### config.mk
export PLATFORM = sky130hd
export DESIGN_NAME = pmcal_top
export DESIGN_NICKNAME = d
export VERILOG_FILES = /design/src/pmcal_pkg.sv /design/src/pmcal_sync.sv /design/src/pmcal_top.sv
export SDC_FILE = /design/constraint.sdc
export NUM_CORES = 1
export LEC_CHECK = 0
export BUFFER_PORTS_ARGS = -buffer_cell sky130_fd_sc_hd__buf_4
export CAP_MARGIN = 20
export CORE_ASPECT_RATIO = 1.25
export CORE_UTILIZATION = 40
export CTS_CLUSTER_SIZE = 40
export DETAILED_ROUTE_END_ITERATION = 8
export PLACE_DENSITY = 0.64
export SLEW_MARGIN = 15
export SYNTH_ARGS = -nofsm -noshare
export SYNTH_HDL_FRONTEND = slang
export SYNTH_SLANG_ARGS = --single-unit
### constraint.sdc
create_clock -name i_clock -period 21.2 [get_ports i_clock]
set_input_delay 4.24 -clock i_clock [delete_from_list [all_inputs] [get_ports i_clock]]
set_output_delay 4.24 -clock i_clock [all_outputs]
set_load 0.1 [all_outputs]
### src/pmcal_pkg.sv
// Package: command codes, field positions, reset values for the block
package pmcal_pkg;

   // ======================================================
   // Command codes
   localparam logic [7:0] PMCAL_CMD_VOUT_OFS = 8'hD2;
   localparam logic [7:0] PMCAL_CMD_VIN_GAIN = 8'hD3;
   localparam logic [7:0] PMCAL_CMD_VIN_OFS = 8'hD4;
   localparam logic [7:0] PMCAL_CMD_IOUT_GAIN = 8'hD6;
   localparam logic [7:0] PMCAL_CMD_IOUT_OFS = 8'hD7;
   localparam logic [7:0] PMCAL_CMD_FW_REV = 8'hDB;
   localparam logic [7:0] PMCAL_CMD_PIN_CFG = 8'hE0;
   localparam logic [7:0] PMCAL_CMD_ONOFF = 8'hE1;
   localparam logic [7:0] PMCAL_CMD_PG_POL = 8'hE2;
   localparam logic [7:0] PMCAL_CMD_ID_BLOCK = 8'hF0;

   // ======================================================
   // Linear format exponent field and required exponents
   localparam int PMCAL_EXP_MSB = 15;
   localparam int PMCAL_EXP_LSB = 11;
   localparam logic [4:0] PMCAL_EXP_VOUT_OFS = 5'h14;
   localparam logic [4:0] PMCAL_EXP_VIN_OFS = 5'h1D;
   localparam logic [4:0] PMCAL_EXP_IOUT_OFS = 5'h1C;

   // ======================================================
   // Gain limits
   localparam logic [15:0] PMCAL_GAIN_MIN = 16'h1999;
   localparam logic [15:0] PMCAL_GAIN_MAX = 16'h2666;

   // ======================================================
   // Field positions
   localparam int PMCAL_ARA_BIT = 4;
   localparam int PMCAL_MAP_MSB = 3;
   localparam int PMCAL_AND_BIT = 1;
   localparam int PMCAL_SEC_POL_BIT = 0;
   localparam int PMCAL_PG_POL_BIT = 0;

   // ======================================================
   // Pin map codes
   localparam logic [3:0] PMCAL_MAP_SEC_PG = 4'h0;
   localparam logic [3:0] PMCAL_MAP_TRIM_PG = 4'h1;
   localparam logic [3:0] PMCAL_MAP_TRIM_SEC = 4'h2;

   // ======================================================
   // Reset values and sizes
   localparam logic [15:0] PMCAL_RST_VIN_GAIN = 16'h2000;
   localparam logic [4:0] PMCAL_RST_PIN_CFG = 5'h00;
   localparam logic [1:0] PMCAL_RST_ONOFF = 2'h0;
   localparam logic PMCAL_RST_PG_POL = 1'b1;
   localparam int PMCAL_ID_BYTES = 12;
   localparam logic [3:0] PMCAL_ID_LAST = 4'hB;

endpackage : pmcal_pkg

### src/pmcal_sync.sv
// Two flip-flop synchroniser for pin inputs
`timescale 1ns/100ps

module pmcal_sync
(
   // Clock and reset
   input wire logic i_clock,
   input wire logic i_rst,
   input wire logic i_clk_en,
   // Data
   input wire logic i_async,
   output logic o_sync
);

   logic meta_reg;

   // ======================================================
   // Two stages, first read only by the second
   always_ff @(posedge i_clock or posedge i_rst)
   begin
      if (i_rst)
      begin
         meta_reg <= 1'b0;
         o_sync <= 1'b0;
      end
      else if (i_clk_en)
      begin
         meta_reg <= i_async;
         o_sync <= meta_reg;
      end
   end

endmodule : pmcal_sync

### src/pmcal_top.sv
// Maker calibration, pin mapping and identification command bank
`timescale 1ns/100ps

module pmcal_top
#(
   parameter logic [15:0] VOUT_OFS_INIT = 16'hA000,
   parameter logic [15:0] VIN_OFS_INIT = 16'hE800,
   parameter logic [15:0] IOUT_GAIN_INIT = 16'h2000,
   parameter logic [15:0] IOUT_OFS_INIT = 16'hE000,
   // Arbitrary value
   parameter logic [7:0] FW_REVISION = 8'h10
)
(
   // Clock, reset, enable
   input wire logic i_clock,
   input wire logic i_rst,
   input wire logic i_clk_en,
   // Command port from the bus protocol engine
   input wire logic i_wr_valid,
   input wire logic i_rd_valid,
   input wire logic [7:0] i_cmd,
   input wire logic [15:0] i_wdata,
   input wire logic [3:0] i_blk_idx,
   output logic [15:0] o_rdata,
   output logic o_rvalid,
   output logic o_wr_done,
   output logic o_invalid_data,
   output logic o_invalid_cmd,
   // Device-type write protect and options
   input wire logic i_write_protect_bit,
   input wire logic i_load_share_option,
   // Nonvolatile storage
   input wire logic i_nv_load_valid,
   input wire logic [7:0] i_nv_load_cmd,
   input wire logic [15:0] i_nv_load_data,
   output logic o_nv_store,
   output logic [7:0] o_nv_cmd,
   output logic [15:0] o_nv_data,
   // Alert address handling
   input wire logic i_alert_active,
   output logic o_answer_own_addr,
   output logic o_answer_ara,
   // Multipurpose pins and on/off
   input wire logic i_first_multipurpose_pin,
   input wire logic i_second_multipurpose_pin,
   output logic o_second_multipurpose_pin,
   output logic o_second_multipurpose_pin_oe,
   output logic o_trim_select,
   input wire logic i_primary_on,
   input wire logic i_power_is_good,
   output logic o_output_on,
   // Calibration factors for the converter
   output logic [15:0] o_vout_ofs_cal,
   output logic [15:0] o_vin_gain_cal,
   output logic [15:0] o_vin_ofs_cal,
   output logic [15:0] o_iout_gain_cal,
   output logic [15:0] o_iout_ofs_cal
);

   // ======================================================
   // Functions
   function automatic logic gain_ok(input logic [15:0] w);
      gain_ok = (w >= pmcal_pkg::PMCAL_GAIN_MIN) &&
         (w <= pmcal_pkg::PMCAL_GAIN_MAX);
   endfunction : gain_ok

   function automatic logic exp_ok(input logic [15:0] w,
      input logic [4:0] e);
      exp_ok = (w[pmcal_pkg::PMCAL_EXP_MSB:pmcal_pkg::PMCAL_EXP_LSB] == e);
   endfunction : exp_ok

   // ======================================================
   // Declarations
   logic [15:0] vout_ofs_reg;
   logic [15:0] vin_gain_reg;
   logic [15:0] vin_ofs_reg;
   logic [15:0] iout_gain_reg;
   logic [15:0] iout_ofs_reg;
   logic [4:0] pin_cfg_reg;
   logic [1:0] onoff_reg;
   logic pg_pol_reg;
   logic [7:0] id_mem_reg [0:pmcal_pkg::PMCAL_ID_BYTES-1];
   logic pin1_sync;
   logic pin2_sync;
   logic is_vout_ofs;
   logic is_vin_gain;
   logic is_vin_ofs;
   logic is_iout_gain;
   logic is_iout_ofs;
   logic is_fw;
   logic is_pin_cfg;
   logic is_onoff;
   logic is_pg_pol;
   logic is_id;
   logic known_cmd;
   logic idx_ok;
   logic map_ok;
   logic data_ok;
   logic wr_protected;
   logic wr_accept;
   logic wr_reject;
   logic nv_cmd;
   logic [15:0] rd_mux;
   logic [3:0] map;
   logic sec_from_pin1;
   logic sec_from_pin2;
   logic sec_level;
   logic sec_enable;
   logic on_next;
   logic pg_drive;

   // ======================================================
   // Pin synchronisers
   pmcal_sync u_sync_pin1
   (
      .i_clock(i_clock),
      .i_rst(i_rst),
      .i_clk_en(i_clk_en),
      .i_async(i_first_multipurpose_pin),
      .o_sync(pin1_sync)
   );

   pmcal_sync u_sync_pin2
   (
      .i_clock(i_clock),
      .i_rst(i_rst),
      .i_clk_en(i_clk_en),
      .i_async(i_second_multipurpose_pin),
      .o_sync(pin2_sync)
   );

   // ======================================================
   // Command decode
   assign is_vout_ofs = (i_cmd == pmcal_pkg::PMCAL_CMD_VOUT_OFS);
   assign is_vin_gain = (i_cmd == pmcal_pkg::PMCAL_CMD_VIN_GAIN);
   assign is_vin_ofs = (i_cmd == pmcal_pkg::PMCAL_CMD_VIN_OFS);
   assign is_iout_gain = (i_cmd == pmcal_pkg::PMCAL_CMD_IOUT_GAIN);
   assign is_iout_ofs = (i_cmd == pmcal_pkg::PMCAL_CMD_IOUT_OFS);
   assign is_fw = (i_cmd == pmcal_pkg::PMCAL_CMD_FW_REV);
   assign is_pin_cfg = (i_cmd == pmcal_pkg::PMCAL_CMD_PIN_CFG);
   assign is_onoff = (i_cmd == pmcal_pkg::PMCAL_CMD_ONOFF);
   assign is_pg_pol = (i_cmd == pmcal_pkg::PMCAL_CMD_PG_POL);
   assign is_id = (i_cmd == pmcal_pkg::PMCAL_CMD_ID_BLOCK);
   assign known_cmd = is_vout_ofs | is_vin_gain | is_vin_ofs |
      is_iout_gain | is_iout_ofs | is_fw | is_pin_cfg | is_onoff |
      is_pg_pol | is_id;
   assign idx_ok = (i_blk_idx <= pmcal_pkg::PMCAL_ID_LAST);

   // ======================================================
   // Write checks
   assign map_ok = i_load_share_option ?
      (i_wdata[3:0] == pmcal_pkg::PMCAL_MAP_SEC_PG) :
      ((i_wdata[3:0] == pmcal_pkg::PMCAL_MAP_SEC_PG) ||
       (i_wdata[3:0] == pmcal_pkg::PMCAL_MAP_TRIM_PG) ||
       (i_wdata[3:0] == pmcal_pkg::PMCAL_MAP_TRIM_SEC));
   // Write protect active high
   assign wr_protected = i_write_protect_bit &
      (is_vout_ofs | is_vin_gain | is_vin_ofs | is_iout_gain |
       is_iout_ofs | is_id);
   assign data_ok =
      (is_vout_ofs & exp_ok(i_wdata, pmcal_pkg::PMCAL_EXP_VOUT_OFS)) |
      (is_vin_ofs & exp_ok(i_wdata, pmcal_pkg::PMCAL_EXP_VIN_OFS)) |
      (is_iout_ofs & exp_ok(i_wdata, pmcal_pkg::PMCAL_EXP_IOUT_OFS)) |
      ((is_vin_gain | is_iout_gain) & gain_ok(i_wdata)) |
      (is_pin_cfg & map_ok) |
      is_onoff | is_pg_pol | (is_id & idx_ok);
   assign wr_accept = i_wr_valid & data_ok & ~wr_protected;
   // Firmware revision is read only
   assign wr_reject = i_wr_valid & known_cmd & ~wr_accept;
   assign nv_cmd = is_vout_ofs | is_vin_gain | is_vin_ofs;

   // ======================================================
   // Calibration registers
   always_ff @(posedge i_clock or posedge i_rst)
   begin
      if (i_rst)
      begin
         vout_ofs_reg <= VOUT_OFS_INIT;
         vin_gain_reg <= pmcal_pkg::PMCAL_RST_VIN_GAIN;
         vin_ofs_reg <= VIN_OFS_INIT;
         iout_gain_reg <= IOUT_GAIN_INIT;
         iout_ofs_reg <= IOUT_OFS_INIT;
      end
      else if (i_clk_en)
      begin
         // Restore from storage after power up
         if (i_nv_load_valid)
         begin
            if (i_nv_load_cmd == pmcal_pkg::PMCAL_CMD_VOUT_OFS)
               vout_ofs_reg <= i_nv_load_data;
            if (i_nv_load_cmd == pmcal_pkg::PMCAL_CMD_VIN_GAIN)
               vin_gain_reg <= i_nv_load_data;
            if (i_nv_load_cmd == pmcal_pkg::PMCAL_CMD_VIN_OFS)
               vin_ofs_reg <= i_nv_load_data;
         end
         else if (wr_accept)
         begin
            if (is_vout_ofs)
               vout_ofs_reg <= i_wdata;
            if (is_vin_gain)
               vin_gain_reg <= i_wdata;
            if (is_vin_ofs)
               vin_ofs_reg <= i_wdata;
            if (is_iout_gain)
               iout_gain_reg <= i_wdata;
            if (is_iout_ofs)
               iout_ofs_reg <= i_wdata;
         end
      end
   end

   // ======================================================
   // Configuration registers, writable bits only
   always_ff @(posedge i_clock or posedge i_rst)
   begin
      if (i_rst)
      begin
         pin_cfg_reg <= pmcal_pkg::PMCAL_RST_PIN_CFG;
         onoff_reg <= pmcal_pkg::PMCAL_RST_ONOFF;
         pg_pol_reg <= pmcal_pkg::PMCAL_RST_PG_POL;
      end
      else if (i_clk_en && wr_accept)
      begin
         if (is_pin_cfg)
            pin_cfg_reg <= i_wdata[4:0];
         if (is_onoff)
            onoff_reg <= i_wdata[1:0];
         if (is_pg_pol)
            pg_pol_reg <= i_wdata[pmcal_pkg::PMCAL_PG_POL_BIT];
      end
   end

   // ======================================================
   // Identification block, one byte per access
   always_ff @(posedge i_clock)
   begin
      if (i_clk_en && wr_accept && is_id)
         id_mem_reg[i_blk_idx] <= i_wdata[7:0];
   end

   // ======================================================
   // Read mux, reserved bits zero
   assign rd_mux =
      is_vout_ofs ? vout_ofs_reg :
      is_vin_gain ? vin_gain_reg :
      is_vin_ofs ? vin_ofs_reg :
      is_iout_gain ? iout_gain_reg :
      is_iout_ofs ? iout_ofs_reg :
      is_fw ? {8'h00, FW_REVISION} :
      is_pin_cfg ? {11'h000, pin_cfg_reg} :
      is_onoff ? {14'h0000, onoff_reg} :
      is_pg_pol ? {15'h0000, pg_pol_reg} :
      (is_id && idx_ok) ? {8'h00, id_mem_reg[i_blk_idx]} :
      16'h0000;

   // ======================================================
   // Answers, flags and storage requests
   always_ff @(posedge i_clock or posedge i_rst)
   begin
      if (i_rst)
      begin
         o_rdata <= 16'h0000;
         o_rvalid <= 1'b0;
         o_wr_done <= 1'b0;
         o_invalid_data <= 1'b0;
         o_invalid_cmd <= 1'b0;
         o_nv_store <= 1'b0;
         o_nv_cmd <= 8'h00;
         o_nv_data <= 16'h0000;
      end
      else if (i_clk_en)
      begin
         o_rvalid <= i_rd_valid & known_cmd & (~is_id | idx_ok);
         if (i_rd_valid)
            o_rdata <= rd_mux;
         o_wr_done <= wr_accept;
         o_invalid_data <= wr_reject |
            (i_rd_valid & is_id & ~idx_ok);
         o_invalid_cmd <= (i_wr_valid | i_rd_valid) & ~known_cmd;
         o_nv_store <= wr_accept & nv_cmd;
         if (wr_accept && nv_cmd)
         begin
            o_nv_cmd <= i_cmd;
            o_nv_data <= i_wdata;
         end
      end
   end

   // ======================================================
   // Pin function selection
   assign map = pin_cfg_reg[pmcal_pkg::PMCAL_MAP_MSB:0];
   assign sec_from_pin1 = (map == pmcal_pkg::PMCAL_MAP_SEC_PG);
   assign sec_from_pin2 = (map == pmcal_pkg::PMCAL_MAP_TRIM_SEC);
   assign sec_level = sec_from_pin1 ? pin1_sync : pin2_sync;
   // Low or high enable per polarity bit
   assign sec_enable = onoff_reg[pmcal_pkg::PMCAL_SEC_POL_BIT] ?
      sec_level : ~sec_level;
   assign on_next = i_primary_on &
      (~onoff_reg[pmcal_pkg::PMCAL_AND_BIT] |
       ~(sec_from_pin1 | sec_from_pin2) | sec_enable);
   assign pg_drive = pg_pol_reg ? i_power_is_good :
      ~i_power_is_good;

   // ======================================================
   // Pin and address outputs
   always_ff @(posedge i_clock or posedge i_rst)
   begin
      if (i_rst)
      begin
         o_output_on <= 1'b0;
         o_second_multipurpose_pin <= 1'b0;
         o_second_multipurpose_pin_oe <= 1'b0;
         o_trim_select <= 1'b0;
         o_answer_own_addr <= 1'b1;
         o_answer_ara <= 1'b0;
      end
      else if (i_clk_en)
      begin
         o_output_on <= on_next;
         o_second_multipurpose_pin <= pg_drive;
         o_second_multipurpose_pin_oe <= ~sec_from_pin2;
         o_trim_select <= (map == pmcal_pkg::PMCAL_MAP_TRIM_PG) |
            sec_from_pin2;
         o_answer_own_addr <= ~i_alert_active |
            ~pin_cfg_reg[pmcal_pkg::PMCAL_ARA_BIT];
         o_answer_ara <= i_alert_active &
            pin_cfg_reg[pmcal_pkg::PMCAL_ARA_BIT];
      end
   end

   // ======================================================
   // Calibration factor outputs
   always_ff @(posedge i_clock or posedge i_rst)
   begin
      if (i_rst)
      begin
         o_vout_ofs_cal <= VOUT_OFS_INIT;
         o_vin_gain_cal <= pmcal_pkg::PMCAL_RST_VIN_GAIN;
         o_vin_ofs_cal <= VIN_OFS_INIT;
         o_iout_gain_cal <= IOUT_GAIN_INIT;
         o_iout_ofs_cal <= IOUT_OFS_INIT;
      end
      else if (i_clk_en)
      begin
         o_vout_ofs_cal <= vout_ofs_reg;
         o_vin_gain_cal <= vin_gain_reg;
         o_vin_ofs_cal <= vin_ofs_reg;
         o_iout_gain_cal <= iout_gain_reg;
         o_iout_ofs_cal <= iout_ofs_reg;
      end
   end

endmodule : pmcal_top

* Word-level counts from Yosys, hierarchy flattened
Memory sizes are Yosys's and may differ from the RTL's.
Cells that the tools add are included.
** Operators by class
- $lt $le $gt $ge :: 3
- Equal/unequal tests :: 23
- Muxes and demuxes :: 28
- Bitwise operators :: 58
- Reduce and logical (&&, ||, !) cells :: 23
** Operator list (count)
- 16-bit 2-to-1 mux :: 17
- 8-bit equality test, second input constant :: 13
- 8-bit 2-to-1 mux :: 5
- 1-bit bitwise OR :: 26
- 4-bit AND reduction :: 5
- 1-bit bitwise AND :: 19
- 16-bit by 13-bit >= comparator with 1-bit output, second input constant :: 1
- 16-bit by 14-bit <= comparator with 1-bit output, second input constant :: 1
- 5-bit equality test, second input constant :: 3
- 1-bit inverter :: 13
- 2-bit AND reduction :: 5
- 4-bit by 1-bit equality test with 1-bit output, second input constant :: 2
- 4-bit by 2-bit equality test with 1-bit output, second input constant :: 2
- 4-bit zero test :: 2
- 2-bit nonzero test :: 4
- 1-bit 2-to-1 mux :: 6
- 2-bit by 1-bit != test with 1-bit output, second input constant :: 3
- 1-bit logical AND :: 5
- 4-bit <= comparator, second input constant :: 1
- 1-bit logical OR :: 2
** Word-level totals
- Bits in registers :: 223
- RAM bits :: 96
- Bits of input ports :: 65
- Output and inout port bits :: 131
- Word-level logic and storage cells :: 167
- Memories kept :: 1
** Memories
- id_mem_reg :: depth 12, bits a word 8, rd ports 1, clocked after memory_dff 0, write ports 1, RTL line pmcal_top.sv:82 : logic [7:0] id_mem_reg [0:pmcal_pkg::PMCAL_ID_BYTES-1];

* Depth between registers and ports, before layout
- Depth in word-level cells :: 15
- Mapped depth :: 12
- Mapped depth without buffers :: 7

* Cells and area by module
From an unflattened synthesis, not the netlist that was laid out.
** Second synthesis, totals
- Cells, all modules :: 1031
- Area total of the unflattened synthesis :: 14005.9 sq um
** By module, submodules not included
- pmcal_top :: times used 1, cells each 1021, area each 13853.3 sq um
- pmcal_sync :: times used 2, cells each 5, area each 76.3 sq um

* Worst setup path before layout
Ideal clock, no wire load.
- Path kind :: input -> register
- Start point :: in i_cmd[2]
- End point :: mem id_mem_reg[2][0] (enable)
- Data arrival time :: 6701 ps
- Required time :: 20805 ps
- Slack :: 14104 ps
- Stages on the path :: 10
- Cell sequence :: buf_6 nor4bb_1 buf_2 and3b_2 and3_1 a31oi_1 a211o_1 buf_6 clkbuf_1 nor4_1
** On the way
- Cells in the longest elaborated chain, start to end :: 15
- Elaborated cells on any way between the ends :: 36
- Those cells by class :: eq/ne: 9; mux: 2; bitwise: 23; reduce/logical: 2
** Ends and longest elaborated chain
- start: declaration :: RTL line pmcal_top.sv:21 : input wire logic [7:0] i_cmd,
- 8-bit equality test, on equally long branches :: RTL line pmcal_top.sv:134, pmcal_top.sv:136
- 1-bit bitwise AND, on equally long branches :: RTL line pmcal_top.sv:161, pmcal_top.sv:162
- 1-bit bitwise OR :: RTL line pmcal_top.sv:161 : (is_vout_ofs & exp_ok(i_wdata, pmcal_pkg::PMCAL_EXP_VOUT_OFS)) |
- 1-bit bitwise OR :: RTL line pmcal_top.sv:162 : (is_vin_ofs & exp_ok(i_wdata, pmcal_pkg::PMCAL_EXP_VIN_OFS)) |
- 1-bit bitwise OR :: RTL line pmcal_top.sv:163 : (is_iout_ofs & exp_ok(i_wdata, pmcal_pkg::PMCAL_EXP_IOUT_OFS)) |
- 1-bit bitwise OR :: RTL line pmcal_top.sv:164 : ((is_vin_gain | is_iout_gain) & gain_ok(i_wdata)) |
- 1-bit bitwise OR :: RTL line pmcal_top.sv:165 : (is_pin_cfg & map_ok) |
- 1-bit bitwise OR (2 in a row) :: RTL line pmcal_top.sv:166 : is_onoff | is_pg_pol | (is_id & idx_ok);
- 1-bit bitwise AND (2 in a row) :: RTL line pmcal_top.sv:167 : assign wr_accept = i_wr_valid & data_ok & ~wr_protected;
- 1-bit logical AND :: RTL line pmcal_top.sv:237 : if (i_clk_en && wr_accept && is_id)
- 1-bit logical AND * :: RTL line pmcal_top.sv:237
- 1-bit 2-to-1 mux * :: RTL line pmcal_top.sv:237
- 1-bit 2-to-1 mux (not written as such) * :: RTL line pmcal_top.sv:238 : id_mem_reg[i_blk_idx] <= i_wdata[7:0];
- end: declaration :: RTL line pmcal_top.sv:82
Mark *: on every way between the ends. The rest lies on a longest branch, timed or not.

* Worst setup path after layout
- Start point :: in i_cmd[0]
- End point :: reg iout_ofs_reg[1]
** On the way
- Cells in the longest elaborated chain, start to end :: 12
- Elaborated cells on any way between the ends :: 33
- Those cells by class :: eq/ne: 9; bitwise: 23; reduce/logical: 1
** Ends and longest elaborated chain
- 8-bit equality test, on equally long branches :: RTL line pmcal_top.sv:134, pmcal_top.sv:136
- 1-bit bitwise AND, on equally long branches :: RTL line pmcal_top.sv:161, pmcal_top.sv:162
- 1-bit bitwise OR :: RTL line pmcal_top.sv:161
- 1-bit bitwise OR :: RTL line pmcal_top.sv:162
- 1-bit bitwise OR :: RTL line pmcal_top.sv:163
- 1-bit bitwise OR :: RTL line pmcal_top.sv:164
- 1-bit bitwise OR :: RTL line pmcal_top.sv:165
- 1-bit bitwise OR (2 in a row) :: RTL line pmcal_top.sv:166
- 1-bit bitwise AND (2 in a row) :: RTL line pmcal_top.sv:167
- 4-bit AND reduction (no line) *
- end signal: assignment :: RTL line pmcal_top.sv:207 : iout_ofs_reg <= i_wdata;
- end: declaration :: RTL line pmcal_top.sv:78 : logic [15:0] iout_ofs_reg;
Marks and branches as above.
A chain may end at the register's enable or synchronous reset.

==> out/metrics.csv <==
stage,metric,value,unit
run_status,status,finished with violations,
run_status,failing checks,design-rule violations,
global_routing,largest net degree at the start of global routing,84,
finish,share of post-route cells with drive strength above 1,47.4,%
yosys,instance count of the mapped netlist,897,
power,PD cells,81.9,nW/um^2
sta,RSZ-0062 raised after global routing,no,
yosys,Synthesized Nets,962,
detailed_routing,initial drt markers,579,
cts,Sink Count,319,
yosys,top-count cell post-synth,dfrtp_1,
worst_setup_path,CP Class,primary input to flip-flop,
cts,cts repair resizes,0,
cts,H-tree depth,1,
worst_setup_path,worst path required time,21640,ps
sta,Slew @ Worst Pin,1090,ps
finish,non-filler instance count after layout,1529,
yosys,"EDFF count, synth",96,
placed_design,number of port buffers,195,
min_path,hold path start,o_nv_cmd[7]$_DFFE_PP0P_,
power,Pleak,7.41,nW
global_routing,first-pass GRT wire length,54000,um
cts,CTS Buf Count,31,
worst_setup_path,Crit-path slowest cell,or4_1,
worst_setup_path,crit-path cells,"buf_4, nand2_1, nor4_4, o31a_1, a21oi_1, a211o_1, or4_1, mux2_4",
sta,final-report hold violation count,0,
detailed_routing,drt via density,5.51,
yosys,Synth async-reset ratio,69.9,%
global_routing,vias in the first global route,8709,
placed_design,hpwl dp,24600,um
worst_setup_path,R2R Path End,o_rdata[4]$_DFFE_PP0P_,
sta,max-slew violations,0,
yosys,Avg Inst Size Synth,15.0,um^2
yosys,Post-Syn Area,13400,um^2
detailed_routing,Routed WL,35700,um
floorplan,die area,34300,um^2
global_routing,initial antenna violation count,1,
worst_setup_path,CP Data Arrival Time,7590,ps
finish,number of fill cells,2829,
floorplan,Initial Util,40.9,%
sta,Rel. slew slack,27.1,%
detailed_routing,antenna-violating nets left,0,
detailed_routing,DR WL/cell,23.3,um
power,Peak VDD IR,0.0593,mV
finish,P&R area growth vs syn,22.3,%
flow_run,max-cap violations,0,
detailed_routing,Residual DRC,14,
sta,fmax,140,MHz
cts,CTS Hold Bufs,0,
yosys,"Top FF cell, synth",dfrtp_1,
worst_setup_path,Levels on crit path,8,
yosys,Synth top area share,37.0,%
cts,post-CTS setup buffer count,0,
global_routing,all-layer global routing usage,20.8,%
min_path,hold path depth,1,
yosys,leading area contributor after synthesis,dfrtp_1,
worst_setup_path,R2R cell count,6,
placed_design,Cells after DPL,1469,
cts,clk_lat worst skew,560,ps
detailed_routing,routed vias,8428,
floorplan,Core Box Area,32900,um^2
worst_setup_path,highest cell delay on the worst timing path,860,ps
yosys,post-synthesis sequential area ratio,63.2,%
worst_setup_path,R2R setup slack,19040,ps
min_path,Worst Hold Class,flip-flop to flip-flop,
yosys,Seq cells post-synth,319,
placed_design,Placer Congestion,0.866,
sta,setup TNS,0,ps
worst_setup_path,Worst setup EP type,flip-flop,
worst_setup_path,Worst Setup Start Kind,primary input,
cts,CTS Root Cell,clkbuf_16,
yosys,yosys warns,0,
yosys,synth top area cells,"dfrtp_1 (37%), edfxtp_1 (21%), mux2_2 (17%)",
finish,max FFs per register,96,
min_path,endpoint of the worst hold path,o_nv_cmd[7]$_DFFE_PP0P_,
global_routing,total grt overflow,0,
sta,Worst Skew,10.1,ps
floorplan,die height,207,um
floorplan,die width,166,um
floorplan,Rows,74,
worst_setup_path,reg2reg start,id_mem_reg[2][4]$_DFFE_PP_,
worst_setup_path,CP top delay family,simple AND/OR/NAND/NOR gates,
cts,clk buf depth,3,
sta,Setup Viol. Count Final,0,
detailed_routing,DR pass1 iterations,7,
yosys,Netlist cell types,66,
floorplan,IO Pins,196,
worst_setup_path,crit-path max FO,28,
cts,"Reg clk slew, reported paths",60,ps
sta,Final min period,7150,ps
finish,Final #Nets,1151,
worst_setup_path,CP bufs+invs,1,
cts,CTS tree,done,
yosys,Synth top cells by count,"dfrtp_1 (199), mux2_2 (197), edfxtp_1 (96)",
sta,post-route clock period utilization,33.7,%
==> layer usage <==
| metal | vias to the layer above | GRT usage (%) | share of wire, % |
|---|---|---|---|
| li1 | 3763 | - | - |
| met2 | 288 | 34.9 | 49 |
| met5 | - | 0 | 0 |
| met1 | 4323 | 27.6 | 43 |
| met3 | 54 | 3.51 | 5.6 |
| met4 | 0 | 6.68 | 2.7 |
==> stage by stage <==
stage	utilization, %	setup WS (ps)	instance area (um^2)	power (mW)	hold slack, ps
floorplan	-	10890	13400	0.739	471
global placement	46.6	13600	15300	0.779	455
detailed placement	46.6	13500	15300	0.780	457
CTS	49.9	14070	16400	1.36	476
global route	50.0	13880	16400	1.39	482
finish	50.0	14050	16400	1.35	475
==> cells in the final DEF, fill, tap and decap left out, types with 4 or more instances in the layout <==
| master | Yosys | routed |
|---|---|---|
| buf_4 | 0 | 211 |
| dfrtp_1 | 199 | 199 |
| mux2_2 | 197 | 197 |
| edfxtp_1 | 96 | 96 |
| nand2_1 | 36 | 36 |
| clkbuf_16 | 0 | 33 |
| o21ai_0 | 31 | 31 |
| nor2_1 | 26 | 26 |
| mux4_2 | 24 | 24 |
| dfstp_2 | 24 | 24 |
| mux2i_1 | 21 | 21 |
| a21oi_1 | 18 | 17 |
| inv_1 | 15 | 14 |
| nor3_1 | 11 | 11 |
| nor4_1 | 11 | 11 |
| a222oi_1 | 9 | 9 |
| o22ai_1 | 8 | 8 |
| nand2b_1 | 8 | 8 |
| a31oi_1 | 7 | 7 |
| o21a_1 | 7 | 7 |
| and2_1 | 7 | 7 |
| nand3_1 | 7 | 7 |
| o221ai_1 | 6 | 6 |
| o211ai_1 | 6 | 6 |
| clkinv_2 | 0 | 6 |
| clkbuf_8 | 0 | 6 |
| mux2_4 | 5 | 5 |
| nand3b_1 | 4 | 4 |
==> worst max-delay path by stage <==
| stage | startpoint | to | slack (ps) |
|---|---|---|---|
| final | i_cmd[0] | iout_ofs_reg[1]$_DFFE_PP0P_ | 14050 |
| after global routing | i_cmd[0] | iout_ofs_reg[1]$_DFFE_PP0P_ | 13880 |
| after CTS | i_cmd[0] | iout_ofs_reg[5]$_DFFE_PP0P_ | 14070 |
| after detailed placement | i_cmd[0] | iout_ofs_reg[4]$_DFFE_PP0P_ | 13500 |
| after global placement | i_cmd[0] | iout_ofs_reg[0]$_DFFE_PP0P_ | 13600 |
| after floorplan | i_rst | iout_gain_reg[0]$_DFFE_PP0P_ | 10890 |
==> cells by family (layout without fill, tap and decap cells) <==
group | Yosys count | count (layout) | synth area share (%)
flip-flops | 319 | 319 | 63.2
AO/OA/AOI/OAI | 116 | 116 | 5.85
AND/OR/NAND/NOR | 136 | 136 | 5.59
XOR/XNOR | 4 | 4 | 0.261
multiplexers | 247 | 247 | 22.6
other | 0 | 1 | 0
buffers and inverters | 74 | 287 | 2.39
adder cells (fa/ha/maj) | 1 | 1 | 0.0745
==> where the power goes <==
| group | switching, mW | total [mW] | internal [mW] |
|---|---|---|---|
| logic | 0.0840 | 0.119 | 0.0346 |
| clock network | 0.234 | 0.579 | 0.345 |
| registers | 0.00627 | 0.649 | 0.643 |
==> layout make-up <==
type,instances,area (um^2),share of cell area [%]
antenna,1,2.50,0.0152
sequential,319,8490,51.7
timing repair buffer,213,1620,9.85
multi-input combinational,504,4640,28.2
inverter,17,71.3,0.434
tap,418,523,3.18
clock inverter,12,144,0.876
clock buffer,45,942,5.73
No activity file was read; power rests on OpenSTA's default activity.
